===== src/rtiu_pkg.sv =====
// Constants, types and decode helpers for the return instruction unit
// Function
// RL1: Irq return pops the stack into the pc; one word, two cycles.
// RL2: Irq return sets the high or low priority global enable only.
// RL3: Fast bit 1 restores accumulator, flags and bank select shadows.
// RL4: Fast bit 0 leaves accumulator, flags and bank select unchanged.
// RL5: Literal return (upper byte 0000 1100) loads its literal into acc.
// RL6: Literal return pops the stack into the pc in Q4 of cycle one.
// RL7: No return touches the program counter high and upper latches.
// RL8: Subroutine return (0000 0000 0001 001s) pops the stack, two cycles.
// RL9: The second cycle of every return is a no-op flushing the prefetch.
package rtiu_pkg;
   localparam int PC_W  = 21;
   localparam int ACC_W = 8;
   localparam int FLG_W = 5;
   localparam int BSR_W = 4;
   localparam int ADR_W = 8;
   localparam int DAT_W = 32;
   localparam int PH_N  = 4;

   // Phase positions within one instruction cycle
   localparam int PH_Q1 = 0;
   localparam int PH_Q4 = 3;

   // Opcode fields
   localparam logic [14:0] OPC_IRQ_RET = 15'h0008;
   localparam logic [14:0] OPC_SUB_RET = 15'h0009;
   localparam logic [7:0]  OPC_LIT_RET = 8'h0c;

   // Register offsets
   localparam logic [ADR_W-1:0] OFS_CTRL  = 8'h00;
   localparam logic [ADR_W-1:0] OFS_ACC   = 8'h04;
   localparam logic [ADR_W-1:0] OFS_FLG   = 8'h08;
   localparam logic [ADR_W-1:0] OFS_BSR   = 8'h0c;
   localparam logic [ADR_W-1:0] OFS_PCH   = 8'h10;
   localparam logic [ADR_W-1:0] OFS_PCU   = 8'h14;
   localparam logic [ADR_W-1:0] OFS_IEN   = 8'h18;
   localparam logic [ADR_W-1:0] OFS_PC    = 8'h1c;
   localparam logic [ADR_W-1:0] OFS_STATE = 8'h20;

   // Field positions
   localparam int CTRL_PRIO = 0;
   localparam int IEN_HIGH  = 0;
   localparam int IEN_LOW   = 1;
   localparam int ST_BUSY   = 0;
   localparam int ST_FLUSH  = 1;
   localparam int ST_PH     = 4;

   // Reset values
   localparam logic [PC_W-1:0] RST_PC = 21'h000000;
   localparam logic [7:0]      RST_8  = 8'h00;

   typedef enum logic [2:0] {
      RTIU_IDLE  = 3'b001,
      RTIU_EXEC  = 3'b010,
      RTIU_FLUSH = 3'b100
   } rtiu_state_t;

   function automatic logic rtiu_is_irq_ret(input logic [15:0] w);
      return w[15:1] == OPC_IRQ_RET;
   endfunction

   function automatic logic rtiu_is_sub_ret(input logic [15:0] w);
      return w[15:1] == OPC_SUB_RET;
   endfunction

   function automatic logic rtiu_is_lit_ret(input logic [15:0] w);
      return w[15:8] == OPC_LIT_RET;
   endfunction

   function automatic logic [DAT_W-1:0] rtiu_zext(input logic [PC_W-1:0] v);
      return {{(DAT_W-PC_W){1'b0}}, v};
   endfunction
endpackage


===== src/rtiu_phase.sv =====
// Four-phase sequencer for the instruction cycle
module rtiu_phase
   import rtiu_pkg::*;
#(
   parameter int N = PH_N
) (
   input  wire logic         core_clk,
   input  wire logic         arst_n,
   input  wire logic         clk_en,
   output logic [N-1:0]      phase
);
   logic [N-1:0] next_phase;

   always_comb begin
      next_phase = {phase[N-2:0], phase[N-1]};
   end

   always_ff @(posedge core_clk or negedge arst_n) begin
      if (!arst_n) begin
         phase <= N'(1);
      end else if (clk_en) begin
         phase <= next_phase;
      end
   end
endmodule // rtiu_phase


===== src/rtiu_return_unit.sv =====
// Return instruction execution unit with its register port
module rtiu_return_unit
   import rtiu_pkg::*;
(
   input  wire logic             core_clk,
   input  wire logic             arst_n,
   input  wire logic             clk_en,
   input  wire logic [15:0]      instr_word,
   input  wire logic             instr_valid,
   input  wire logic [PC_W-1:0]  stack_top,
   input  wire logic [ACC_W-1:0] accumulator_shadow,
   input  wire logic [FLG_W-1:0] flags_shadow,
   input  wire logic [BSR_W-1:0] bank_select_shadow,
   input  wire logic             in_high_isr,
   input  wire logic [ADR_W-1:0] reg_addr,
   input  wire logic [DAT_W-1:0] reg_wdata,
   input  wire logic             reg_wr,
   input  wire logic             reg_rd,
   output logic [DAT_W-1:0]      reg_rdata,
   output logic [PC_W-1:0]       prog_counter,
   output logic [ACC_W-1:0]      accumulator,
   output logic [FLG_W-1:0]      flags,
   output logic [BSR_W-1:0]      bank_select_reg,
   output logic [7:0]            prog_counter_high_latch,
   output logic [7:0]            prog_counter_upper_latch,
   output logic                  high_prio_global_irq_en,
   output logic                  low_prio_global_irq_en,
   output logic                  stack_pop,
   output logic                  fetch_flush,
   output logic                  busy
);
   logic [PH_N-1:0] phase;
   rtiu_state_t     state;
   rtiu_state_t     next_state;
   logic            op_irq;
   logic            op_lit;
   logic            fast;
   logic [7:0]      literal;
   logic            next_op_irq;
   logic            next_op_lit;
   logic            next_fast;
   logic [7:0]      next_literal;
   logic            start;
   logic            exec_end;
   logic            prio_en;
   logic            next_prio_en;
   logic [PC_W-1:0]  next_prog_counter;
   logic [ACC_W-1:0] next_accumulator;
   logic [FLG_W-1:0] next_flags;
   logic [BSR_W-1:0] next_bank_select_reg;
   logic [7:0]       next_pch;
   logic [7:0]       next_pcu;
   logic             next_high_en;
   logic             next_low_en;
   logic             next_stack_pop;
   logic             next_fetch_flush;
   logic             next_busy;
   logic [DAT_W-1:0] next_reg_rdata;

   rtiu_phase #(.N(PH_N)) u_phase (
      .core_clk (core_clk),
      .arst_n   (arst_n),
      .clk_en   (clk_en),
      .phase    (phase)
   );

   // Decode in Q1, one-word instructions only
   assign start = (state == RTIU_IDLE) && phase[PH_Q1] && instr_valid &&
                  (rtiu_is_irq_ret(instr_word) ||
                   rtiu_is_sub_ret(instr_word) ||
                   rtiu_is_lit_ret(instr_word));
   assign exec_end = (state == RTIU_EXEC) && phase[PH_Q4];

   // Sequencer group
   always_comb begin
      next_state   = state;
      next_op_irq  = op_irq;
      next_op_lit  = op_lit;
      next_fast    = fast;
      next_literal = literal;
      case (state)
         RTIU_IDLE: begin
            if (start) begin
               next_state   = RTIU_EXEC;
               next_op_irq  = rtiu_is_irq_ret(instr_word);
               next_op_lit  = rtiu_is_lit_ret(instr_word);
               next_fast    = !rtiu_is_lit_ret(instr_word) && instr_word[0];
               next_literal = instr_word[7:0];
            end
         end
         RTIU_EXEC: begin
            if (phase[PH_Q4]) begin
               next_state = RTIU_FLUSH; // see RL8
            end
         end
         RTIU_FLUSH: begin
            if (phase[PH_Q4]) begin
               next_state = RTIU_IDLE; // see RL9
            end
         end
         default: begin
            next_state = RTIU_IDLE;
         end
      endcase
   end

   always_ff @(posedge core_clk or negedge arst_n) begin
      if (!arst_n) begin
         state   <= RTIU_IDLE;
         op_irq  <= 1'b0;
         op_lit  <= 1'b0;
         fast    <= 1'b0;
         literal <= RST_8;
      end else if (clk_en) begin
         state   <= next_state;
         op_irq  <= next_op_irq;
         op_lit  <= next_op_lit;
         fast    <= next_fast;
         literal <= next_literal;
      end
   end

   // Architectural registers and register port
   always_comb begin
      next_prog_counter    = prog_counter;
      next_accumulator     = accumulator; // see RL4
      next_flags           = flags;
      next_bank_select_reg = bank_select_reg;
      next_pch             = prog_counter_high_latch;
      next_pcu             = prog_counter_upper_latch;
      next_high_en         = high_prio_global_irq_en;
      next_low_en          = low_prio_global_irq_en;
      next_prio_en         = prio_en;
      next_reg_rdata       = '0;
      if (reg_wr) begin
         case (reg_addr)
            OFS_CTRL: next_prio_en = reg_wdata[CTRL_PRIO];
            OFS_ACC:  next_accumulator = reg_wdata[ACC_W-1:0];
            OFS_FLG:  next_flags = reg_wdata[FLG_W-1:0];
            OFS_BSR:  next_bank_select_reg = reg_wdata[BSR_W-1:0];
            OFS_PCH:  next_pch = reg_wdata[7:0];
            OFS_PCU:  next_pcu = reg_wdata[7:0];
            OFS_IEN: begin
               next_high_en = reg_wdata[IEN_HIGH];
               next_low_en  = reg_wdata[IEN_LOW];
            end
            default: begin
            end
         endcase
      end
      if (reg_rd) begin
         case (reg_addr)
            OFS_CTRL:  next_reg_rdata[CTRL_PRIO] = prio_en;
            OFS_ACC:   next_reg_rdata[ACC_W-1:0] = accumulator;
            OFS_FLG:   next_reg_rdata[FLG_W-1:0] = flags;
            OFS_BSR:   next_reg_rdata[BSR_W-1:0] = bank_select_reg;
            OFS_PCH:   next_reg_rdata[7:0] = prog_counter_high_latch;
            OFS_PCU:   next_reg_rdata[7:0] = prog_counter_upper_latch;
            OFS_IEN: begin
               next_reg_rdata[IEN_HIGH] = high_prio_global_irq_en;
               next_reg_rdata[IEN_LOW]  = low_prio_global_irq_en;
            end
            OFS_PC:    next_reg_rdata = rtiu_zext(prog_counter);
            OFS_STATE: begin
               next_reg_rdata[ST_BUSY]  = busy;
               next_reg_rdata[ST_FLUSH] = fetch_flush;
               next_reg_rdata[ST_PH +: PH_N] = phase;
            end
            default: next_reg_rdata = '0;
         endcase
      end
      // Instruction effects win over a bus write in the same clock
      if (exec_end) begin
         next_prog_counter = stack_top; // see RL1 see RL6 see RL8
         if (op_lit) begin
            next_accumulator = literal; // see RL5
         end else if (fast) begin
            next_accumulator     = accumulator_shadow; // see RL3
            next_flags           = flags_shadow; // see RL3
            next_bank_select_reg = bank_select_shadow; // see RL3
         end
         if (op_irq) begin
            if (!prio_en || in_high_isr) begin
               next_high_en = 1'b1; // see RL2
            end else begin
               next_low_en = 1'b1; // see RL2
            end
         end
      end
   end

   assign next_stack_pop   = exec_end; // see RL1 see RL6
   assign next_fetch_flush = (next_state == RTIU_FLUSH); // see RL9
   assign next_busy        = (next_state != RTIU_IDLE);

   always_ff @(posedge core_clk or negedge arst_n) begin
      if (!arst_n) begin
         prog_counter             <= RST_PC;
         accumulator              <= '0;
         flags                    <= '0;
         bank_select_reg          <= '0;
         prog_counter_high_latch  <= RST_8;
         prog_counter_upper_latch <= RST_8;
         high_prio_global_irq_en  <= 1'b0;
         low_prio_global_irq_en   <= 1'b0;
         prio_en                  <= 1'b0;
         stack_pop                <= 1'b0;
         fetch_flush              <= 1'b0;
         busy                     <= 1'b0;
         reg_rdata                <= '0;
      end else if (clk_en) begin
         prog_counter             <= next_prog_counter;
         accumulator              <= next_accumulator;
         flags                    <= next_flags;
         bank_select_reg          <= next_bank_select_reg;
         prog_counter_high_latch  <= next_pch; // see RL7
         prog_counter_upper_latch <= next_pcu; // see RL7
         high_prio_global_irq_en  <= next_high_en;
         low_prio_global_irq_en   <= next_low_en;
         prio_en                  <= next_prio_en;
         stack_pop                <= next_stack_pop;
         fetch_flush              <= next_fetch_flush;
         busy                     <= next_busy;
         reg_rdata                <= next_reg_rdata;
      end
   end
endmodule // rtiu_return_unit


===== config.mk =====
export PLATFORM = sky130hd
export DESIGN_NAME = rtiu_return_unit
export DESIGN_NICKNAME = d
export VERILOG_FILES = /design/src/rtiu_pkg.sv /design/src/rtiu_phase.sv /design/src/rtiu_return_unit.sv
export SDC_FILE = /design/constraint.sdc
export NUM_CORES = 1
export LEC_CHECK = 0
export BUFFER_PORTS_ARGS = -buffer_cell sky130_fd_sc_hd__buf_2
export CAP_MARGIN = 20
export CORE_ASPECT_RATIO = 0.75
export CORE_MARGIN = 2
export CORE_UTILIZATION = 25
export DETAILED_ROUTE_END_ITERATION = 12
export PLACE_DENSITY = 0.58
export SETUP_SLACK_MARGIN = 0.15
export SLEW_MARGIN = 20
export SYNTH_ARGS = -nofsm -noshare
export SYNTH_HDL_FRONTEND = slang
export SYNTH_HIERARCHICAL = 1
export SYNTH_SLANG_ARGS = --single-unit

===== constraint.sdc =====
create_clock -name core_clk -period 2.2 [get_ports core_clk]
set_input_delay 0.44 -clock core_clk [delete_from_list [all_inputs] [get_ports core_clk]]
set_output_delay 0.44 -clock core_clk [all_outputs]
set_load 0.01 [all_outputs]

; ---- After elaboration in Yosys (flattened, before gate mapping)
; Index checks and enable logic that the tools add are counted.
[op_classes]
n_addsub = 0
n_mul = 0
div = 0
order_cmp = 0
n_eq_ne = 16
n_shift = 0
n_mux = 36
bitwise = 0
reduce_logical = 16
[op_table]
columns = operator, count
row1 = $mux 8, 5
row2 = $eq 8x5->1 const B, 4
row3 = $eq 15x4->1 const B, 2
row4 = $mux 5, 5
row5 = $eq 8x4->1 const B, 3
row6 = $mux 21, 1
row7 = $mux 4, 5
row8 = $pmux 3 s5, 1
row9 = $mux 13, 1
row10 = $pmux 2 s6, 1
row11 = $reduce_and 3->1, 4
row12 = $mux 1, 10
row13 = $mux 3, 3
row14 = $pmux 1 s9, 1
row15 = $pmux 3 s3, 1
row16 = $eq 8x3->1 const B, 1
row17 = $eq 8x6->1 const B, 1
row18 = $logic_not 8->1, 1
row19 = $pmux 1 s8, 1
row20 = $eq 3x3->1 const B, 2
row21 = $pmux 1 s6, 1
row22 = $logic_and 1x1->1, 5
row23 = $eq 3x1->1 const B, 1
row24 = $eq 3x2->1 const B, 1
row25 = 4 further kinds, 7
[totals]
register_bits = 110
latch_bits = 0
ramBits = 0
rom_bits = 0
output_inout_bits = 91
memories = 0

; ---- Depth between registers and ports, before layout
[logic_depth]
depth_word = 7
mapped_depth = 6
mapped_depth_nobuf = 4

; ---- By module
; Netlist, hierarchy kept.
[by_module_without_submodules]
columns = mod, n_inst, cells_each, area_each_um2, seq_area_each_um2
row1 = rtiu_return_unit, 1, 454, 4782.1, 2378.5
row2 = rtiu_phase, 1, 8, 146.4, 101.3

; ---- Least setup slack after synthesis
; Ideal clock, no wire load.
[synth_path]
path_kind = input to register
start = in instr_word[2]
end = reg literal[0]
setup_ps = 125
t_arrival_ps = 1703
t_required_ps = 2075
setup_slack_ps = 372
path_stages = 5
cell_sequence = nor4b_1 -> a21boi_1 -> nor3b_2 -> buf_6 -> mux2_4
[synth_between]
elab_chain_cells = 5
[synth_lines]
columns = element, line_no
row1 = "start, declared", rtiu_return_unit.sv:8  ; input wire logic [15:0] instr_word,
row2 = "$eq 15x4->1, on equally long branches", "rtiu_pkg.sv:60, rtiu_pkg.sv:64"
row3 = $logic_or 1x1->1 *, rtiu_return_unit.sv:69  ; (rtiu_is_irq_ret(instr_word) ||
row4 = $logic_or 1x1->1 *, rtiu_return_unit.sv:70  ; rtiu_is_sub_ret(instr_word) ||
row5 = $logic_and 1x1->1 *, rtiu_return_unit.sv:68  ; assign start = (state == RTIU_IDLE) && phase[PH_Q1] && instr_valid &&
row6 = $reduce_and 3->1 (no line) *, --
row7 = "end signal, assigned", rtiu_return_unit.sv:119  ; literal <= next_literal;
row8 = "end, declared", rtiu_return_unit.sv:38  ; logic [7:0] literal;
; Mark *: on every way between the ends. The rest lies on a longest branch, timed or not.
; A chain may end at the register's enable or synchronous reset.

; ---- Worst setup path after layout
[layout_path]
start = reg state[2]
end = reg accumulator[6]
[layout_between]
elab_chain_cells = 3
[layout_lines]
columns = element, line_no
row1 = "start, declared", rtiu_return_unit.sv:33  ; rtiu_state_t state;
row2 = "start signal, assigned", rtiu_return_unit.sv:115  ; state <= next_state;
row3 = $eq 3x2->1, rtiu_return_unit.sv:72  ; assign exec_end = (state == RTIU_EXEC) && phase[PH_Q4];
row4 = $logic_and 1x1->1, rtiu_return_unit.sv:72
row5 = $mux 8, rtiu_return_unit.sv:173  ; if (exec_end) begin
row6 = "end signal, assigned", rtiu_return_unit.sv:213  ; accumulator <= next_accumulator;
row7 = "end, declared", rtiu_return_unit.sv:21  ; output logic [ACC_W-1:0] accumulator,
; No other way between the ends.

==> flow_summary.ini <==
[pwr]
p_per_area_nw_per_um2 = 610
peakVddDrop_uv = 307
p_leak_nw = 3.29

[place]
dp_hpwl_mm = 12.6
dpl_worst_slack_ns = 0.0845
place_inst = 874
io_buffers = 156
gp_congestion = 0.817
placed_cell_area_um2 = 6090

[worst_setup_path]
cp_max_fo = 9
cpMostUsedCell = a22o_1
r2r-start = state[2]
critical_path_class = flop to flop
worstReg2RegEnd = accumulator[6]
reg2reg_depth = 4
critPathSlowestCell = nand4bb_1
cp-end-kind = flop
cp-startpoint = state[2]
rrSetupSlack_ns = 0.28
critPathCapture = accumulator[6]
worstPathArrival_ns = 2.16
cp_data_required_time_ns = 2.44
path_cells = nand4bb_1 -> o2111a_2 -> a22o_1 -> a22o_1
start_kind = flop
max_stage_delay_ns = 0.48

[hold_path]
holdCritPathClass = input pin to async pin

[timing]
setup_viol = 0
fin_tns_setup_ns = 0
relSlewSlack_pct = 62.2
fmax_ghz = 0.521
hold_violations = 0
period_minus_slack_ns = 1.92
grt_setup_unrepaired = false
fin_hold_ws_ns = 0.0211
tightest_slew_ns = 0.562
final_max_slew_viol_count = 0
finalCritPeriodShare_pct = 87.3
worst_slack_ns = 0.279
fin_worst_skew_ns = 0.00763

[synth]
ys_seq_elements = 99
yosys.cell_types.count = 63
syn-instance-count = 462
synth_area_leaders = dfrtp_1 49%, nand2_1 7.2%, mux2_1 5.0%
async_flop_share_pct = 100
ys_warn_count = 6
synth_area_leader_cell = dfrtp_1
syn-cell-area_um2 = 4930
synth_edf_count = 0
synth_flop_cell = dfrtp_1
syn_avg_cell_area_um2 = 10.7
yosysSeqAreaShare_pct = 50.3
synth_top_area_share_pct = 49.3

[grt]
grt_pass1_vias = 4302
track_usage_pct = 16.1
grt_overflow = 0
grt_max_degree = 37
antenna_found_initial = 0
grt_pass1_wl_mm = 25.8

[floorplanning]
io_pins = 192
initial_core_util_pct = 25.5
fp.dieArea_um2 = 20900
die_x_um = 166
coreArea_um2 = 19300
die_h_um = 126
num_rows = 44

[detailed_routing]
wl_mm = 16.3
drt_pass1_iterations = 4
ant_nets = 0
viasPerCell = 4.73
vias = 4209
wire_per_inst_um = 18.3
route.detailed.drc = 0
drt-initial-drc-count = 365

[final_layout]
top_regs = prog_counter x21, reg_rdata x21
final_design_area_no_fill_um2 = 6400
nets = 733
final_common_cell = buf_2
instances_no_fill = 890
syn_to_final_growth_pct = 30.0
final_cell_mix = 155 x buf_2, 97 x dfrtp_1, 95 x nand2_1
drive_gt1_share_pct = 36.4
n_fill_cell = 2052
diodes = 0

[clock_network]
cts_tree = yes
clockRootBuffer = clkbuf_16
htree_levels = 3
path_clk_slew_ns = 0.07
cts_max_path_buffers = 2
numCtsBuffers = 9
clkLatencyLatePin_ns = 0.35
clock_sinks = 99

[outcome]
status = finished, final reports clean

[job]
maxCapViolations = 0
[final cells by class]
class | count | area [um2] | share of cell area, %
tap | 253 | 317 | 4.94
clock buffer | 13 | 260 | 4.06
multi-input combinational | 316 | 2210 | 34.4
timing repair buffer | 186 | 1020 | 15.9
clock inverter | 3 | 46.3 | 0.723
sequential | 99 | 2480 | 38.7
inverter | 20 | 75.1 | 1.17
[cells by family after synthesis]
group	share of synthesized area [%]
other	0.0761
DFF	50.3
muxes	11.8
and+or+nand+nor	16.9
AOI/OAI and AO/OA	14.9
buffers and inverters	5.81
xor gates and xnor gates	0.178
[Yosys cell counts (3+ instances only)]
library cell,number
and3_1,3
clkbuf_1,11
dfrtp_1,97
o31ai_1,3
nor4b_4,3
o22a_1,3
buf_4,14
mux2i_1,8
nor2_1,6
nand4_1,7
o2bb2ai_1,5
buf_2,10
a22oi_1,6
inv_1,20
o22ai_1,12
o21a_1,3
nor3_1,4
mux2_2,6
o21ai_0,5
nand3_1,17
o211ai_1,5
nor2b_1,7
mux2_4,8
o21ai_1,16
nand2_1,95
a22o_1,8
a21boi_1,4
a2bb2oi_1,9
mux2_1,22
mux4_2,3
[metrics by stage]
stage | power [mW] | utilization, %
floorplan | 2.06 | -
global placement | 2.28 | 31.5
detailed placement | 2.28 | 31.5
CTS | 3.97 | 33.1
global route | 4.07 | 33.1
finish | 3.90 | 33.1
[what timing repair did]
action,4_1_cts,5_1_grt
endpoints found under the setup margin,0,3
resized for setup,0,1
hold buffers,0,0
buffers inserted,0,0
endpoints found under the hold margin,0,0
[critical path, delay by kind of cell, from the launching register on]
kind	cells	cell delay, ns
AO/OA/AOI/OAI	3	0.89
AND/OR/NAND/NOR	1	0.48
flip-flops	1	0.44
[how the worst min path moves through the flow]
stage / start / endpoint / cells after the start
after detailed placement: arst_n / literal[2] / 1
after CTS: arst_n / literal[3] / 1
after global placement: arst_n / literal[2] / 1
after global routing: arst_n / literal[2] / 1
after floorplan: arst_n / accumulator[0] / 0
final: arst_n / literal[2] / 1
[report_power, final]
| part | switching [mW] | internal (mW) | leakage, nW |
|---|---|---|---|
| logic | 0.213 | 0.149 | 1.79 |
| clock network | 0.712 | 0.948 | 0.146 |
| registers | 0.0297 | 1.85 | 1.35 |
| total | 0.955 | 2.95 | 3.29 |
[routing by layer]
layer	up-vias	part of all wire, %	GRT usage (%)
met5	-	0	0
met2	129	44	24.0
li1	1980	-	-
met1	2083	48	23.0
met3	17	6.7	4.31
met4	0	1.5	4.25
Note: power is estimated with default switching activity, not from simulation.
